--- config.mk ---
export PLATFORM = sky130hd
export DESIGN_NAME = soc_output_stage
export DESIGN_NICKNAME = d
export VERILOG_FILES = /design/src/rtl/soc_output_stage.v
export VERILOG_INCLUDE_DIRS = /design/src /design/src/rtl
export SDC_FILE = /design/constraint.sdc
export NUM_CORES = 1
export LEC_CHECK = 0
export ABC_AREA = 0
export ABC_CLOCK_PERIOD_IN_PS = 3410
export CAP_MARGIN = 20
export CORE_AREA = 2 2 174 176
export CTS_CLUSTER_SIZE = 25
export DETAILED_ROUTE_END_ITERATION = 10
export DIE_AREA = 0 0 176 178
export DONT_BUFFER_PORTS = 1
export HOLD_SLACK_MARGIN = 0.06
export SYNTH_ARGS = -nofsm -noshare
export SYNTH_HDL_FRONTEND = slang
export SYNTH_SLANG_ARGS = --single-unit
--- constraint.sdc ---
create_clock -name clk_sys -period 3.41 [get_ports clk_sys]
set_input_delay 0.341 -clock clk_sys [delete_from_list [all_inputs] [get_ports clk_sys]]
set_output_delay 0.341 -clock clk_sys [all_outputs]
set_load 0.02 [all_outputs]
--- src/rtl/soc_defs.vh ---
/*
 * soc_defs.vh: shared constants of the safety output channel block
 * (hold time, test pulse width, state codes).
 * Assumes a 100 MHz system clock; included by bare name.
 */
`ifndef SOC_DEFS_VH
`define SOC_DEFS_VH

// =====================================================================
// timing
// =====================================================================
`define SOC_CLK_MHZ          100
`define SOC_HOLD_MS          1000
`define SOC_HOLD_CYC         (`SOC_HOLD_MS * 1000 * `SOC_CLK_MHZ)
`define SOC_PULSE_US         640
`define SOC_PULSE_CYC        (`SOC_PULSE_US * `SOC_CLK_MHZ)
`define SOC_PERIOD_MS        10
`define SOC_PERIOD_CYC       (`SOC_PERIOD_MS * 1000 * `SOC_CLK_MHZ)
`define SOC_CUT_US           100
`define SOC_CUT_CYC          (`SOC_CUT_US * `SOC_CLK_MHZ)

// =====================================================================
// self-test states
// =====================================================================
`define SOC_ST_IDLE          2'b00
`define SOC_ST_CUT           2'b01
`define SOC_ST_DONE          2'b10
`define SOC_ST_FAIL          2'b11

`endif

--- src/rtl/soc_output_stage.v ---
/*
 * soc_output_stage.v: safety output stage with single/dual evaluation,
 * wiring fault diagnosis, error hold, overcurrent, supply monitoring
 * and supply cutoff self-test.
 * Assumes pin readbacks, overcurrent and supply flags are asynchronous;
 * safety data and configuration come from logic on clk_sys.
 */
// What this block does
// - dual mode drives two terminals from one safety output bit
// - dual mode: error on either terminal turns both pair terminals off
// - single mode: each terminal follows its own bit, 0 off, 1 on
// - dual mode pair follows shared bit, on only while both fault-free
// - test-pulse error status held at least one second
// - without pulses detect supply contact off, ground fault on, on/off short
// - with pulses also detect supply contact on and both-on shorts
// - overcurrent turns that terminal off
// - overcurrent raises a short-circuit event
// - supply out of range turns all terminals off
// - supply monitoring disabled when all terminals unused
// - failed cutoff self-test turns all terminals off
// - cutoff self-test runs once per power-on only
// - supply present before refreshing: test on entering refreshing
// - supply rising after refreshing: test when supply turns on
// - with pulses insert 640 us off pulses while commanded on
`timescale 1ns/10ps
`default_nettype none
`include "soc_defs.vh"

module soc_output_stage #(
   parameter N         = 4,
   parameter HOLD_CYC  = `SOC_HOLD_CYC,
   parameter PULSE_CYC = `SOC_PULSE_CYC,
   parameter PERIOD_CYC = `SOC_PERIOD_CYC,
   parameter CUT_CYC   = `SOC_CUT_CYC
) (
   input  wire         clk_sys,
   input  wire         reset_n,
   input  wire [N-1:0] safeData,
   input  wire [N-1:0] dualMode,
   input  wire [N-1:0] termUsed,
   input  wire         pulseEnable,
   input  wire         refreshing,
   input  wire [N-1:0] pinReadback,
   input  wire [N-1:0] overCurrent,
   input  wire         supplyOk,
   input  wire         supplyPresent,
   input  wire         cutoffSense,
   output reg  [N-1:0] termOut,
   output reg  [N-1:0] termError,
   output reg  [N-1:0] shortEvent,
   output reg          supplyErrEvent,
   output reg          shortFlag,
   output reg          supplyFlag,
   output reg          selfTestFlag,
   output reg          supplyCutoff,
   output reg          selfTestDone
);

   // =====================================================================
   // input synchronisers
   // =====================================================================
   reg [N-1:0] rbMeta, rbSync, ocMeta, ocSync;
   reg [2:0]   miscMeta, miscSync;
   always @(posedge clk_sys or negedge reset_n) begin
      if (!reset_n) begin
         rbMeta   <= {N{1'b0}};
         rbSync   <= {N{1'b0}};
         ocMeta   <= {N{1'b0}};
         ocSync   <= {N{1'b0}};
         // supply-ok bit resets to its healthy level so release raises no false event
         miscMeta <= 3'h1;
         miscSync <= 3'h1;
      end else begin
         rbMeta   <= pinReadback;
         rbSync   <= rbMeta;
         ocMeta   <= overCurrent;
         ocSync   <= ocMeta;
         miscMeta <= {cutoffSense, supplyPresent, supplyOk};
         miscSync <= miscMeta;
      end
   end
   wire supOkS   = miscSync[0];
   wire supPresS = miscSync[1];
   wire cutS     = miscSync[2];

   // =====================================================================
   // test pulse timing
   // =====================================================================
   reg [31:0] pulseCnt;
   reg        pulseLow;
   // off window sits at the start of each period; readback settles by its end
   always @(posedge clk_sys or negedge reset_n) begin
      if (!reset_n) begin
         pulseCnt <= 32'h0000_0000;
         pulseLow <= 1'b0;
      end else begin
         if (pulseCnt >= PERIOD_CYC - 1)
            pulseCnt <= 32'h0000_0000;
         else
            pulseCnt <= pulseCnt + 32'h0000_0001;
         pulseLow <= pulseEnable && (pulseCnt < PULSE_CYC);
      end
   end
   // sample readback at the last cycle of the off window
   wire pulseCheck = pulseEnable && (pulseCnt == PULSE_CYC);

   // =====================================================================
   // command mapping
   // =====================================================================
   // dual pairs use the even bit of the pair as the shared command
   reg [N-1:0] cmd;
   integer i, j, k, m, p;
   always @* begin
      cmd = safeData;
      for (i = 0; i < N; i = i + 1)
         if (dualMode[i & ~1])
            cmd[i] = safeData[i & ~1];
   end

   // =====================================================================
   // wiring diagnosis
   // =====================================================================
   // off with readback high covers supply contact and on/off shorts;
   // on with readback low covers ground fault; pulse window readback high
   // covers supply contact while on and shorts between two on outputs;
   // readback lags the drive by the two sync stages, so it is held
   // against the drive delayed by two cycles, not the live one
   reg [N-1:0] wireFault;
   reg [N-1:0] onD1, onD2;
   always @* begin
      wireFault = {N{1'b0}};
      for (j = 0; j < N; j = j + 1) begin
         if (termUsed[j]) begin
            if (!onD2[j] && rbSync[j] && !cmd[j])
               wireFault[j] = 1'b1;
            if (onD2[j] && !rbSync[j])
               wireFault[j] = 1'b1;
            if (pulseCheck && cmd[j] && rbSync[j])
               wireFault[j] = 1'b1;
         end
      end
   end

   // =====================================================================
   // error latch with hold time, per terminal
   // =====================================================================
   reg [31:0] holdCnt [0:N-1];
   reg [N-1:0] rawErr;
   always @* begin
      rawErr = wireFault | (ocSync & termUsed);
      for (k = 0; k < N; k = k + 1)
         if (dualMode[k & ~1] && (k | 1) < N)
            rawErr[k] = wireFault[k & ~1] | wireFault[k | 1]
                      | ((ocSync[k & ~1] | ocSync[k | 1]) & termUsed[k]);
   end

   always @(posedge clk_sys or negedge reset_n) begin
      if (!reset_n) begin
         termError  <= {N{1'b0}};
         shortEvent <= {N{1'b0}};
         for (m = 0; m < N; m = m + 1)
            holdCnt[m] <= 32'h0000_0000;
      end else begin
         shortEvent <= ocSync & termUsed & ~termError;
         for (m = 0; m < N; m = m + 1) begin
            if (rawErr[m]) begin
               termError[m] <= 1'b1;
               holdCnt[m]   <= HOLD_CYC;
            end else if (holdCnt[m] != 32'h0000_0000) begin
               holdCnt[m] <= holdCnt[m] - 32'h0000_0001;
            end else if (!cmd[m]) begin
               termError[m] <= 1'b0;
            end
         end
      end
   end

   // =====================================================================
   // supply monitoring
   // =====================================================================
   wire monActive = |termUsed;
   wire supBad    = monActive && !supOkS;
   always @(posedge clk_sys or negedge reset_n) begin
      if (!reset_n) begin
         supplyFlag     <= 1'b0;
         supplyErrEvent <= 1'b0;
      end else begin
         supplyFlag     <= supBad;
         supplyErrEvent <= supBad && !supplyFlag;
      end
   end

   // =====================================================================
   // supply cutoff self-test, once per power-on
   // =====================================================================
   reg [1:0]  testState, next_testState;
   reg [31:0] cutCnt;
   always @* begin
      next_testState = testState;
      case (testState)
         `SOC_ST_IDLE:
            // covers both supply-first and refreshing-first orders
            if (refreshing && supPresS)
               next_testState = `SOC_ST_CUT;
         `SOC_ST_CUT:
            if (cutCnt == 32'h0000_0000)
               next_testState = cutS ? `SOC_ST_FAIL : `SOC_ST_DONE;
         `SOC_ST_DONE: next_testState = `SOC_ST_DONE;
         `SOC_ST_FAIL: next_testState = `SOC_ST_FAIL;
         default:      next_testState = `SOC_ST_IDLE;
      endcase
   end

   always @(posedge clk_sys or negedge reset_n) begin
      if (!reset_n) begin
         testState    <= `SOC_ST_IDLE;
         cutCnt       <= 32'h0000_0000;
         supplyCutoff <= 1'b0;
         selfTestFlag <= 1'b0;
         selfTestDone <= 1'b0;
      end else begin
         testState <= next_testState;
         if (testState == `SOC_ST_IDLE)
            cutCnt <= CUT_CYC;
         else if (cutCnt != 32'h0000_0000)
            cutCnt <= cutCnt - 32'h0000_0001;
         supplyCutoff <= (next_testState == `SOC_ST_CUT);
         selfTestFlag <= (next_testState == `SOC_ST_FAIL);
         selfTestDone <= next_testState[1];
      end
   end

   // =====================================================================
   // output drive and status
   // =====================================================================
   wire allOff = supBad || selfTestFlag || supplyCutoff;
   always @(posedge clk_sys or negedge reset_n) begin
      if (!reset_n) begin
         termOut   <= {N{1'b0}};
         shortFlag <= 1'b0;
         onD1      <= {N{1'b0}};
         onD2      <= {N{1'b0}};
      end else begin
         shortFlag <= |(ocSync & termUsed);
         onD1      <= termOut;
         onD2      <= onD1;
         for (p = 0; p < N; p = p + 1)
            termOut[p] <= termUsed[p] && cmd[p] && !termError[p] && !rawErr[p]
                          && !ocSync[p] && !allOff && !pulseLow;
      end
   end

endmodule
`default_nettype wire

==> results.tsv, run 1 <==
metric	value	unit
cell breakdown of the critical path	or4_4 -> or4_1 -> or4_1 -> or4_1 -> a21oi_1	
routability cong.	0.803	
clk_skew	15.8	ps
layout cells sized above 1	0.102	
r2r startpoint	cutCnt[11]$_DFFE_PN0P_	
Leak Pwr	5.14	nW
top fanout value on the critical path	9	
Placeable Area	29400	um2
Max Root-Sink Buffers	3	
Root Driver	clkbuf_16	
count of cell types in the netlist	70	
Post-Syn Instances	1209	
initial antenna violation count	0	
gr usage total	0.185	
power per cell area	528	nW/um2
period utilization	0.869	
grt ovf	0	
R2R depth	5	
ys async rst share	1.00	
Initial Util	0.416	
Initial DRC Count	678	
Die ar.	31300	um2
clk_lat worst skew	550	ps
Die W	176	um
Synth area leaders	dfrtp_1, a211oi_1, or4_1	
vias per std cell	5.98	
die height	178	um
post-layout util	0.470	
syn avg cell area	10.1	um2
worst hold-check path type	in -> async	
RSZ-0062 raised after global routing	false	
area share of the largest cell type after synthesis	0.491	
WS Path Type	reg -> reg	
sequential share of power	0.458	
area delta synth->final	13.0	%
CTS Buf Count	28	
DRC	0	
Post-Synthesis Cell Area	12200	um2
fin. max-slew vios	0	
hold_buf cts	21	
Int Pwr	5.24	mW
post-cts resize count	0	
global-route wire length before repair	48.0	mm
Final Hold Viols	242	
Final nets	1266	
WL/cell	17.2	um
Final Cell Area	13800	um2
Post-CTS Setup Bufs	0	
endpoint type of the worst setup path	register	
Final ANT Viol Nets	0	
H-tree depth	1	
Seq cells post-synth	242	
via count	9812	
# Max-Cap Violations	0	
Least-Margin Pin Slew	1080	ps
largest area contributor in the netlist	dfrtp_1	
Net Sw Frac	0.283	
slowest CP cell	or4_1	
largest net degree at the start of global routing	243	
failing checks	negative hold slack	
Slew HR	0.276	
Critical Path Most Common Cell	or4_1	
Hold Slack	-502	ps
Gate power share	0.150	
WL final	28.3	mm
Area after DPL	12700	um2
number of global-route vias before repair	9332	
VDD IR max	0.407	mV
outcome	finished with violations	
clock share of power	0.392	
clock period minus worst slack	2960	ps
number of clock sinks	242	
Design Power	7.30	mW
EDFF count, synth	0	
IO Count	45	
Most used DFF post-synth	dfrtp_1	
IO buf count	0	
slowest stage delay, CP	690	ps
worst setup path endpoint	cutCnt[30]$_DFFE_PN0P_	
Crit path required time	3880	ps
Worst-path clk slew	60	ps
Max Freq	338	MHz
setup TNS	0	ps
post-DP HPWL	17.9	mm
CTS tree	done	
Initial DRT Pass Iterations	5	
FF-to-FF End	cutCnt[30]$_DFFE_PN0P_	
Worst setup SP type	register	
yosys warns	0	
Inserted Diodes	0	
Row Count	63	
Sw Pwr	2.07	mW
Worst EP arrival	3430	ps
crit path from	cutCnt[11]$_DFFE_PN0P_	
final setup fails	0	
setup slack, reg-to-reg	450	ps
post-synthesis sequential area ratio	0.495	
cell type report:
type,instances,area (um2)
Clock buffer,34,763
Clock inverter,15,120
Fill cell,2776,15600
Inverter,23,86.3
Multi-Input combinational cell,885,5870
Sequential cell,242,6060
Tap cell,390,488
Timing Repair Buffer,52,440
placed cells by master, fill, tap and decap left out, types with 11 or more instances in the layout:
cell type / n
dfrtp_1: 240
a211oi_1: 86
or4_1: 82
or3_1: 68
nor3_1: 57
o31ai_1: 56
o21ai_0: 48
nand3_1: 46
nor4_1: 42
nor2_1: 42
xnor2_1: 37
nand2_1: 35
a21oi_1: 30
nand4_1: 30
buf_4: 30
clkbuf_16: 28
inv_1: 23
or2_2: 21
dlygate4sd3_1: 21
xor2_1: 17
nand2b_1: 14
o41ai_1: 14
conb_1: 12
and3_1: 11
sequential cells by signal, indices dropped and copies added (netlist names):
| signal | count |
|---|---|
| cutCnt | 32 |
| holdCnt | 128 |
| miscMeta | 3 |
| miscSync | 3 |
| ocMeta | 4 |
| ocSync | 4 |
| onD1 | 4 |
| onD2 | 4 |
| pulseCnt | 32 |
| pulseLow | 1 |
| rbMeta | 4 |
| rbSync | 4 |
| selfTestDone | 1 |
| selfTestFlag | 1 |
| shortEvent | 4 |
| shortFlag | 1 |
| supplyCutoff | 1 |
| supplyErrEvent | 1 |
| supplyFlag | 1 |
| termError | 4 |
| termOut | 4 |
| testState | 1 |
worst max-delay path, delay by kind of cell, from the launching register on:
family             cells  cell delay [ps]
AOI/OAI and AO/OA      1              160
DFF                    1              390
and+or+nand+nor        4             2330
per-stage QoR:
step / worst slack (ps) / instances
after floorplan: 575 / 1220
after global placement: 473 / 1570
after detailed placement: 454 / 1571
after CTS: 440 / 1641
after global routing: 321 / 1641
final: 447 / 1641
metal layers:
| layer | track usage | share of wire |
|---|---|---|
| met1 | 0.261 | 0.48 |
| met2 | 0.285 | 0.44 |
| met3 | 0.0364 | 0.048 |
| met4 | 0.0613 | 0.031 |
| met5 | 0 | 0 |
how the worst min path moves through the flow:
stage                  from                       to
floorplan           reset_n    cutCnt[0]$_DFFE_PN0P_
global placement    reset_n  holdCnt[69]$_DFFE_PN0P_
detailed placement  reset_n  holdCnt[65]$_DFFE_PN0P_
CTS                 reset_n  holdCnt[20]$_DFFE_PN0P_
global route        reset_n  holdCnt[67]$_DFFE_PN0P_
finish              reset_n  holdCnt[65]$_DFFE_PN0P_
cells in the mapped netlist, types with 21 or more instances:
cell / n
inv_1: 23
a211oi_1: 86
nand2_1: 35
o21ai_0: 49
nand3_1: 46
nor3_1: 57
or4_1: 82
xnor2_1: 37
o31ai_1: 56
nor2_1: 42
clkbuf_1: 62
dfrtp_1: 240
nor4_1: 44
or2_2: 21
nand4_1: 30
a21oi_1: 30
or3_1: 68
cell families (layout without fill, tap and decap cells):
group	Yosys count	after routing	synth area share
simple gates	509	509	0.252
compound gates	294	294	0.169
flops	242	242	0.495
buf+inv	93	124	0.0296
xor+xnor	54	54	0.0387
mux	9	9	0.00757
fa+ha+maj	7	7	0.00716
other cells	1	12	0.000307
power groups by stage:
stage / sequential [mW] / combinational [mW] / clock, mW
floorplan: 3.32 / 0.887 / 0
global placement: 3.38 / 1.04 / 0
detailed placement: 3.38 / 1.07 / 0
CTS: 3.34 / 1.10 / 2.96
global route: 3.38 / 1.25 / 3.06
finish: 3.34 / 1.10 / 2.86
Note: power is estimated with default switching activity, not from simulation.
==> run 2: changes to the inputs <==
==> constraint.sdc (replaced) <==
create_clock -name clk_sys -period 3.41 [get_ports clk_sys]
set_input_delay 0.5115 -clock clk_sys [delete_from_list [all_inputs] [get_ports clk_sys]]
set_output_delay 0.5115 -clock clk_sys [all_outputs]
set_load 0.02 [all_outputs]
==> results.tsv, run 2 (synthesized netlist as in run 1, its figures left out) <==
metric	value	unit	change
Least-Margin Pin Slew	1150	ps	+69.0 ps
setup slack, reg-to-reg	460	ps	+20 ps
Int Pwr	5.50	mW	+5.1%
pre-CTS setup slack	463	ps	+9.73 ps
vias per std cell	6.00		+0.33%
Final Hold Viols	240		-0.83%
worst setup path endpoint	cutCnt[26]$_DFFE_PN0P_		
clock share of power	0.418		+0.026
failing checks	negative hold slack		
initial antenna violation count	0		unchanged
R2R depth	5		unchanged
footprint of the multi-input gates	5870	um2	unchanged
largest net degree at the start of global routing	243		unchanged
WL final	28.2	mm	-0.24%
clock period minus worst slack	2950	ps	-16.7 ps
fin. max-slew vios	0		unchanged
Worst setup SP type	register		
GRT met3 Usage	0.0326		-0.00384
largest registers	holdCnt: 128 flops, cutCnt: 32 flops, pulseCnt: 32 flops		
Final Cell Area	13800	um2	-0.12%
Post-CTS Setup Bufs	0		unchanged
Placeable Area	29400	um2	unchanged
clk_skew	18.1	ps	+2.37 ps
hold_buf cts	11		-48%
# Max-Cap Violations	0		unchanged
IO buf count	0		unchanged
crit path from	cutCnt[8]$_DFFE_PN0P_		
top fanout value on the critical path	9		unchanged
Slew HR	0.229		-0.0462
Die ar.	31300	um2	unchanged
FF+latch area	6060	um2	unchanged
Initial DRC Count	605		-11%
post-layout util	0.470		-0.000553
Max Root-Sink Buffers	3		unchanged
setup ws final	464	ps	+16.7 ps
endpoint type of the worst setup path	register		
Fillers	2712		-2.3%
Die W	176	um	unchanged
grt ovf	0		unchanged
Leak Pwr	5.13	nW	-0.29%
most common cell after layout, fill and taps aside	dfrtp_1		
Net Sw Frac	0.276		-0.00698
Initial Util	0.416		unchanged
WS Path Type	reg -> reg		
post-DP HPWL	17.7	mm	-0.89%
Area after DPL	12700	um2	about the same
r2r startpoint	cutCnt[8]$_DFFE_PN0P_		
IO Count	45		unchanged
FF-to-FF End	cutCnt[26]$_DFFE_PN0P_		
clk_lat worst skew	540	ps	about the same
outcome	finished with violations		
number of global-route vias before repair	9298		-0.36%
final setup fails	0		unchanged
setup TNS	0	ps	unchanged
RSZ-0062 raised after global routing	false		
max reg flops	128		unchanged
die height	178	um	unchanged
Root Driver	clkbuf_16		
sequential share of power	0.439		-0.019
area delta synth->final	12.9	%	
Worst-path clk slew	60	ps	about the same
most flop-heavy register	holdCnt		
via count	9784		-0.29%
period utilization	0.864		-0.00491
Max Freq	339	MHz	+0.57%
Worst EP arrival	3410	ps	-20 ps
WL/cell	17.3	um	+0.37%
gr usage total	0.183		-0.00175
routability cong.	0.791		-1.5%
layout cells sized above 1	0.103		+0.000824
Sw Pwr	2.10	mW	+1.5%
CTS tree	done		
Design Power	7.60	mW	+4.1%
DRC	0		unchanged
Hold Slack	-331	ps	+171 ps
Inserted Diodes	0		unchanged
post-cts resize count	0		unchanged
GR peak layer	met2		
number of clock sinks	242		unchanged
VDD IR max	0.404	mV	-0.69%
Crit path required time	3880	ps	about the same
global-route wire length before repair	47.8	mm	-0.39%
Gate power share	0.143		-0.007
met1 GRT Util	0.263		+0.00203
Final nets	1254		-0.95%
Initial DRT Pass Iterations	4		-1
CTS Buf Count	27		-3.6%
GR Layer Usage met2	0.285		about the same
power per cell area	551	nW/um2	+4.2%
Final ANT Viol Nets	0		unchanged
Row Count	63		unchanged
H-tree depth	1		unchanged
worst hold-check path type	in -> async		
most frequent cells in the layout	dfrtp_1, a211oi_1, or4_1, or3_1, nor3_1		
-- run 2: cell count changes in the layout (fill, tap and decap cells not counted) --
| cell | previous run | this run |
|---|---|---|
| clkbuf_8 | 4 | 1 |
| bufinv_16 | 1 | 6 |
| clkinv_2 | 10 | 6 |
| clkinvlp_4 | 2 | 4 |
| dlygate4sd3_1 | 21 | 11 |
| clkinv_8 | 1 | 0 |
| buf_2 | 1 | 0 |
| clkbuf_16 | 28 | 27 |
| clkinv_4 | 0 | 2 |
| inv_6 | 1 | 2 |
-- run 2: worst min-delay path by stage --
stage,startpoint,to,slack (ps),cells past startpoint
4_1_cts,reset_n,holdCnt[20]$_DFFE_PN0P_,-350,0
6_report,reset_n,holdCnt[64]$_DFFE_PN0P_,-330,0
3_5_place_dp,reset_n,holdCnt[69]$_DFFE_PN0P_,220,0
5_1_grt,reset_n,holdCnt[69]$_DFFE_PN0P_,-350,0
2_1_floorplan,reset_n,cutCnt[0]$_DFFE_PN0P_,220,0
3_3_place_gp,reset_n,holdCnt[65]$_DFFE_PN0P_,220,0
-- run 2: power by group through the flow --
stage,Combinational [mW],Clock (mW),Sequential [mW]
global placement,1.04,0,3.38
CTS,1.08,3.27,3.34
detailed placement,1.07,0,3.38
global route,1.24,3.37,3.38
floorplan,0.887,0,3.32
finish,1.09,3.17,3.34
-- run 2: stage by stage --
| step | hold WS [ps] | instances |
|---|---|---|
| after global placement | 223 | 1569 |
| after detailed placement | 224 | 1570 |
| after global routing | -352 | 1631 |
| final | -331 | 1631 |
| after CTS | -349 | 1631 |
| after floorplan | 216 | 1220 |
-- run 2: metal layers --
metal	part of all wire	vias up
met2	0.45	178
met1	0.48	4815
li1	-	4756
met4	0.023	0
met5	0	-
met3	0.046	35
-- run 2: critical path, cell delays in order (launching register included) --
cell and delay (ps):
dfrtp_1 430, or4_4 540, or4_1 640, or4_1 690, or4_1 440, a21oi_1 150
-- run 2: final cells by class --
| cell class | instances | share of cell area |
|---|---|---|
| clock inverters | 20 | 0.0199 |
| clock buffers | 30 | 0.0505 |
| multi-input cells | 885 | 0.425 |
| well taps | 390 | 0.0353 |
| flip-flops and latches | 242 | 0.439 |
| inverters | 23 | 0.00625 |
| repair buffers | 41 | 0.0243 |
==> run 3: changes to the inputs <==
--- a/config.mk
+++ b/config.mk
@@ -9,10 +9,10 @@
 export ABC_AREA = 0
 export ABC_CLOCK_PERIOD_IN_PS = 3410
 export CAP_MARGIN = 20
-export CORE_AREA = 2 2 174 176
+export CORE_AREA = 2 2 163 165
 export CTS_CLUSTER_SIZE = 25
 export DETAILED_ROUTE_END_ITERATION = 10
-export DIE_AREA = 0 0 176 178
+export DIE_AREA = 0 0 165 167
 export DONT_BUFFER_PORTS = 1
 export HOLD_SLACK_MARGIN = 0.06
 export SYNTH_ARGS = -nofsm -noshare
==> results.tsv, run 3 (synthesized netlist as in run 1, its figures left out) <==
metric	value	unit	change
Leak Pwr	5.12	nW	-0.15%
H-tree depth	1		unchanged
Final ANT Viol Nets	0		unchanged
endpoint type of the worst setup path	register		
area delta synth->final	12.0	%	
VDD IR max	0.415	mV	+2.7%
Slew HR	0.429		+0.199
gr usage total	0.207		+0.0244
Initial Util	0.475		+0.0588
Root Driver	clkbuf_16		
Worst EP arrival	3460	ps	+50 ps
failing checks	negative hold slack		
CTS tree	done		
Final nets	1256		+0.16%
outcome	finished with violations		
most frequent cells in the layout	dfrtp_1, a211oi_1, or4_1, or3_1, nor3_1		
Initial DRT Pass Iterations	5		+1
vias per std cell	6.12		+2.1%
largest registers	holdCnt: 128 flops, cutCnt: 32 flops, pulseCnt: 32 flops		
worst hold-check path type	in -> async		
IO Count	45		unchanged
fin. max-slew vios	0		unchanged
top fanout value on the critical path	9		unchanged
Placeable Area	25800	um2	-12%
routability cong.	0.782		-1.1%
via count	9665		-1.2%
Initial DRC Count	664		+9.8%
grt ovf	0		unchanged
Die ar.	27600	um2	-12%
period utilization	0.878		+0.0137
most common cell after layout, fill and taps aside	dfrtp_1		
WL final	27.7	mm	-1.7%
global-route wire length before repair	47.7	mm	-0.17%
number of global-route vias before repair	9496		+2.1%
Row Count	59		-6.3%
max reg flops	128		unchanged
Final Hold Viols	240		unchanged
Fillers	2301		-15%
WS Path Type	reg -> reg		
slowest stage delay, CP	700	ps	about the same
Post-CTS Setup Bufs	0		unchanged
final setup fails	0		unchanged
Worst-path clk slew	60	ps	about the same
most flop-heavy register	holdCnt		
CTS Buf Count	27		unchanged
setup TNS	0	ps	unchanged
Crit path required time	3870	ps	about the same
Die W	165	um	-6.3%
clock period minus worst slack	2990	ps	+46.7 ps
Max Root-Sink Buffers	3		unchanged
CP bufs+invs	0		unchanged
Hold Slack	-330	ps	+0.745 ps
Max Freq	334	MHz	-1.6%
Inserted Diodes	0		unchanged
IO buf count	0		unchanged
power per cell area	542	nW/um2	-1.5%
clk_skew	13.3	ps	-4.86 ps
# Max-Cap Violations	0		unchanged
kind of cell adding the most delay to the critical path	simple AND/OR/NAND/NOR gates		
layout cells sized above 1	0.101		-0.00177
initial antenna violation count	0		unchanged
Worst setup SP type	register		
hold_buf cts	11		unchanged
die height	167	um	-6.2%
post-DP HPWL	17.8	mm	+0.55%
cell breakdown of the critical path	or4_4 -> or4_1 -> or4_1 -> or4_1 -> a21oi_1		
Critical Path Most Common Cell	or4_1		
clk_lat worst skew	540	ps	about the same
WL/cell	17.6	um	+1.6%
DRC	0		unchanged
number of clock sinks	242		unchanged
post-cts resize count	0		unchanged
slowest CP cell	or4_1		
RSZ-0062 raised after global routing	false		
largest net degree at the start of global routing	243		unchanged
Least-Margin Pin Slew	857	ps	-294 ps
==> run 3: changes by cell type in the layout (fill, tap and decap cells not counted) <==
cell | previous run | this run
bufinv_16 | 6 | 4
clkinv_4 | 2 | 0
inv_6 | 2 | 1
clkbuf_8 | 1 | 3
clkbuf_1 | 2 | 6
clkinv_2 | 6 | 7
buf_4 | 30 | 32
clkinvlp_4 | 4 | 2
==> run 3: layout make-up <==
| type | instances | area [um2] | area share |
|---|---|---|---|
| inverters | 23 | 86.3 | 0.00630 |
| well taps | 335 | 419 | 0.0306 |
| multi-input cells | 885 | 5870 | 0.428 |
| repair buffers | 43 | 350 | 0.0256 |
| clock inverters | 14 | 179 | 0.0131 |
| clock buffers | 36 | 739 | 0.0540 |
| flip-flops and latches | 242 | 6060 | 0.442 |
==> run 3: path summary, 6_finish.rpt <==
check                                             from                 endpoint  slack [ps]  depth (start not counted)
max in group asynchronous                      reset_n    miscMeta[0]$_DFF_PN1_        3270                          0
worst min-delay path                           reset_n  holdCnt[81]$_DFFE_PN0P_        -330                          0
worst min register to register     ocMeta[3]$_DFF_PN0_      ocSync[3]$_DFF_PN0_         340                          0
worst max-delay path            cutCnt[11]$_DFFE_PN0P_   cutCnt[26]$_DFFE_PN0P_         420                          5
worst max register to register  cutCnt[11]$_DFFE_PN0P_   cutCnt[26]$_DFFE_PN0P_         420                          5
min in group clk_sys                       termUsed[0]     termOut[0]$_DFF_PN0_         110                          2
==> run 3: worst register-to-register path: cells and delay by family, from the launching register on <==
| family | cells | cell delay (ps) |
|---|---|---|
| and+or+nand+nor | 4 | 2360 |
| DFF | 1 | 400 |
| AOI/OAI and AO/OA | 1 | 160 |
==> run 3: layer usage <==
metal / global-route usage / share of wire / up-vias
met3: 0.0279 / 0.033 / 43
met4: 0.0620 / 0.029 / 0
met2: 0.329 / 0.45 / 141
met5: 0 / 0 / -
met1: 0.296 / 0.48 / 4734
li1: - / - / 4747
==> run 3: through the flow <==
step	power, mW	std cells	util	instance area [um2]	setup slack, ps
floorplan	4.21	1220	-	12300	575
global placement	4.43	1515	0.491	12700	468
detailed placement	4.45	1516	0.491	12700	450
CTS	7.50	1577	0.531	13700	430
global route	7.84	1578	0.532	13700	278
finish	7.43	1578	0.532	13700	417
==> run 3: where the power goes <==
| part | total, mW | switching (mW) | internal (mW) |
|---|---|---|---|
| combinational | 1.08 | 0.612 | 0.467 |
| clock | 3.00 | 1.18 | 1.83 |
| sequential | 3.34 | 0.243 | 3.10 |
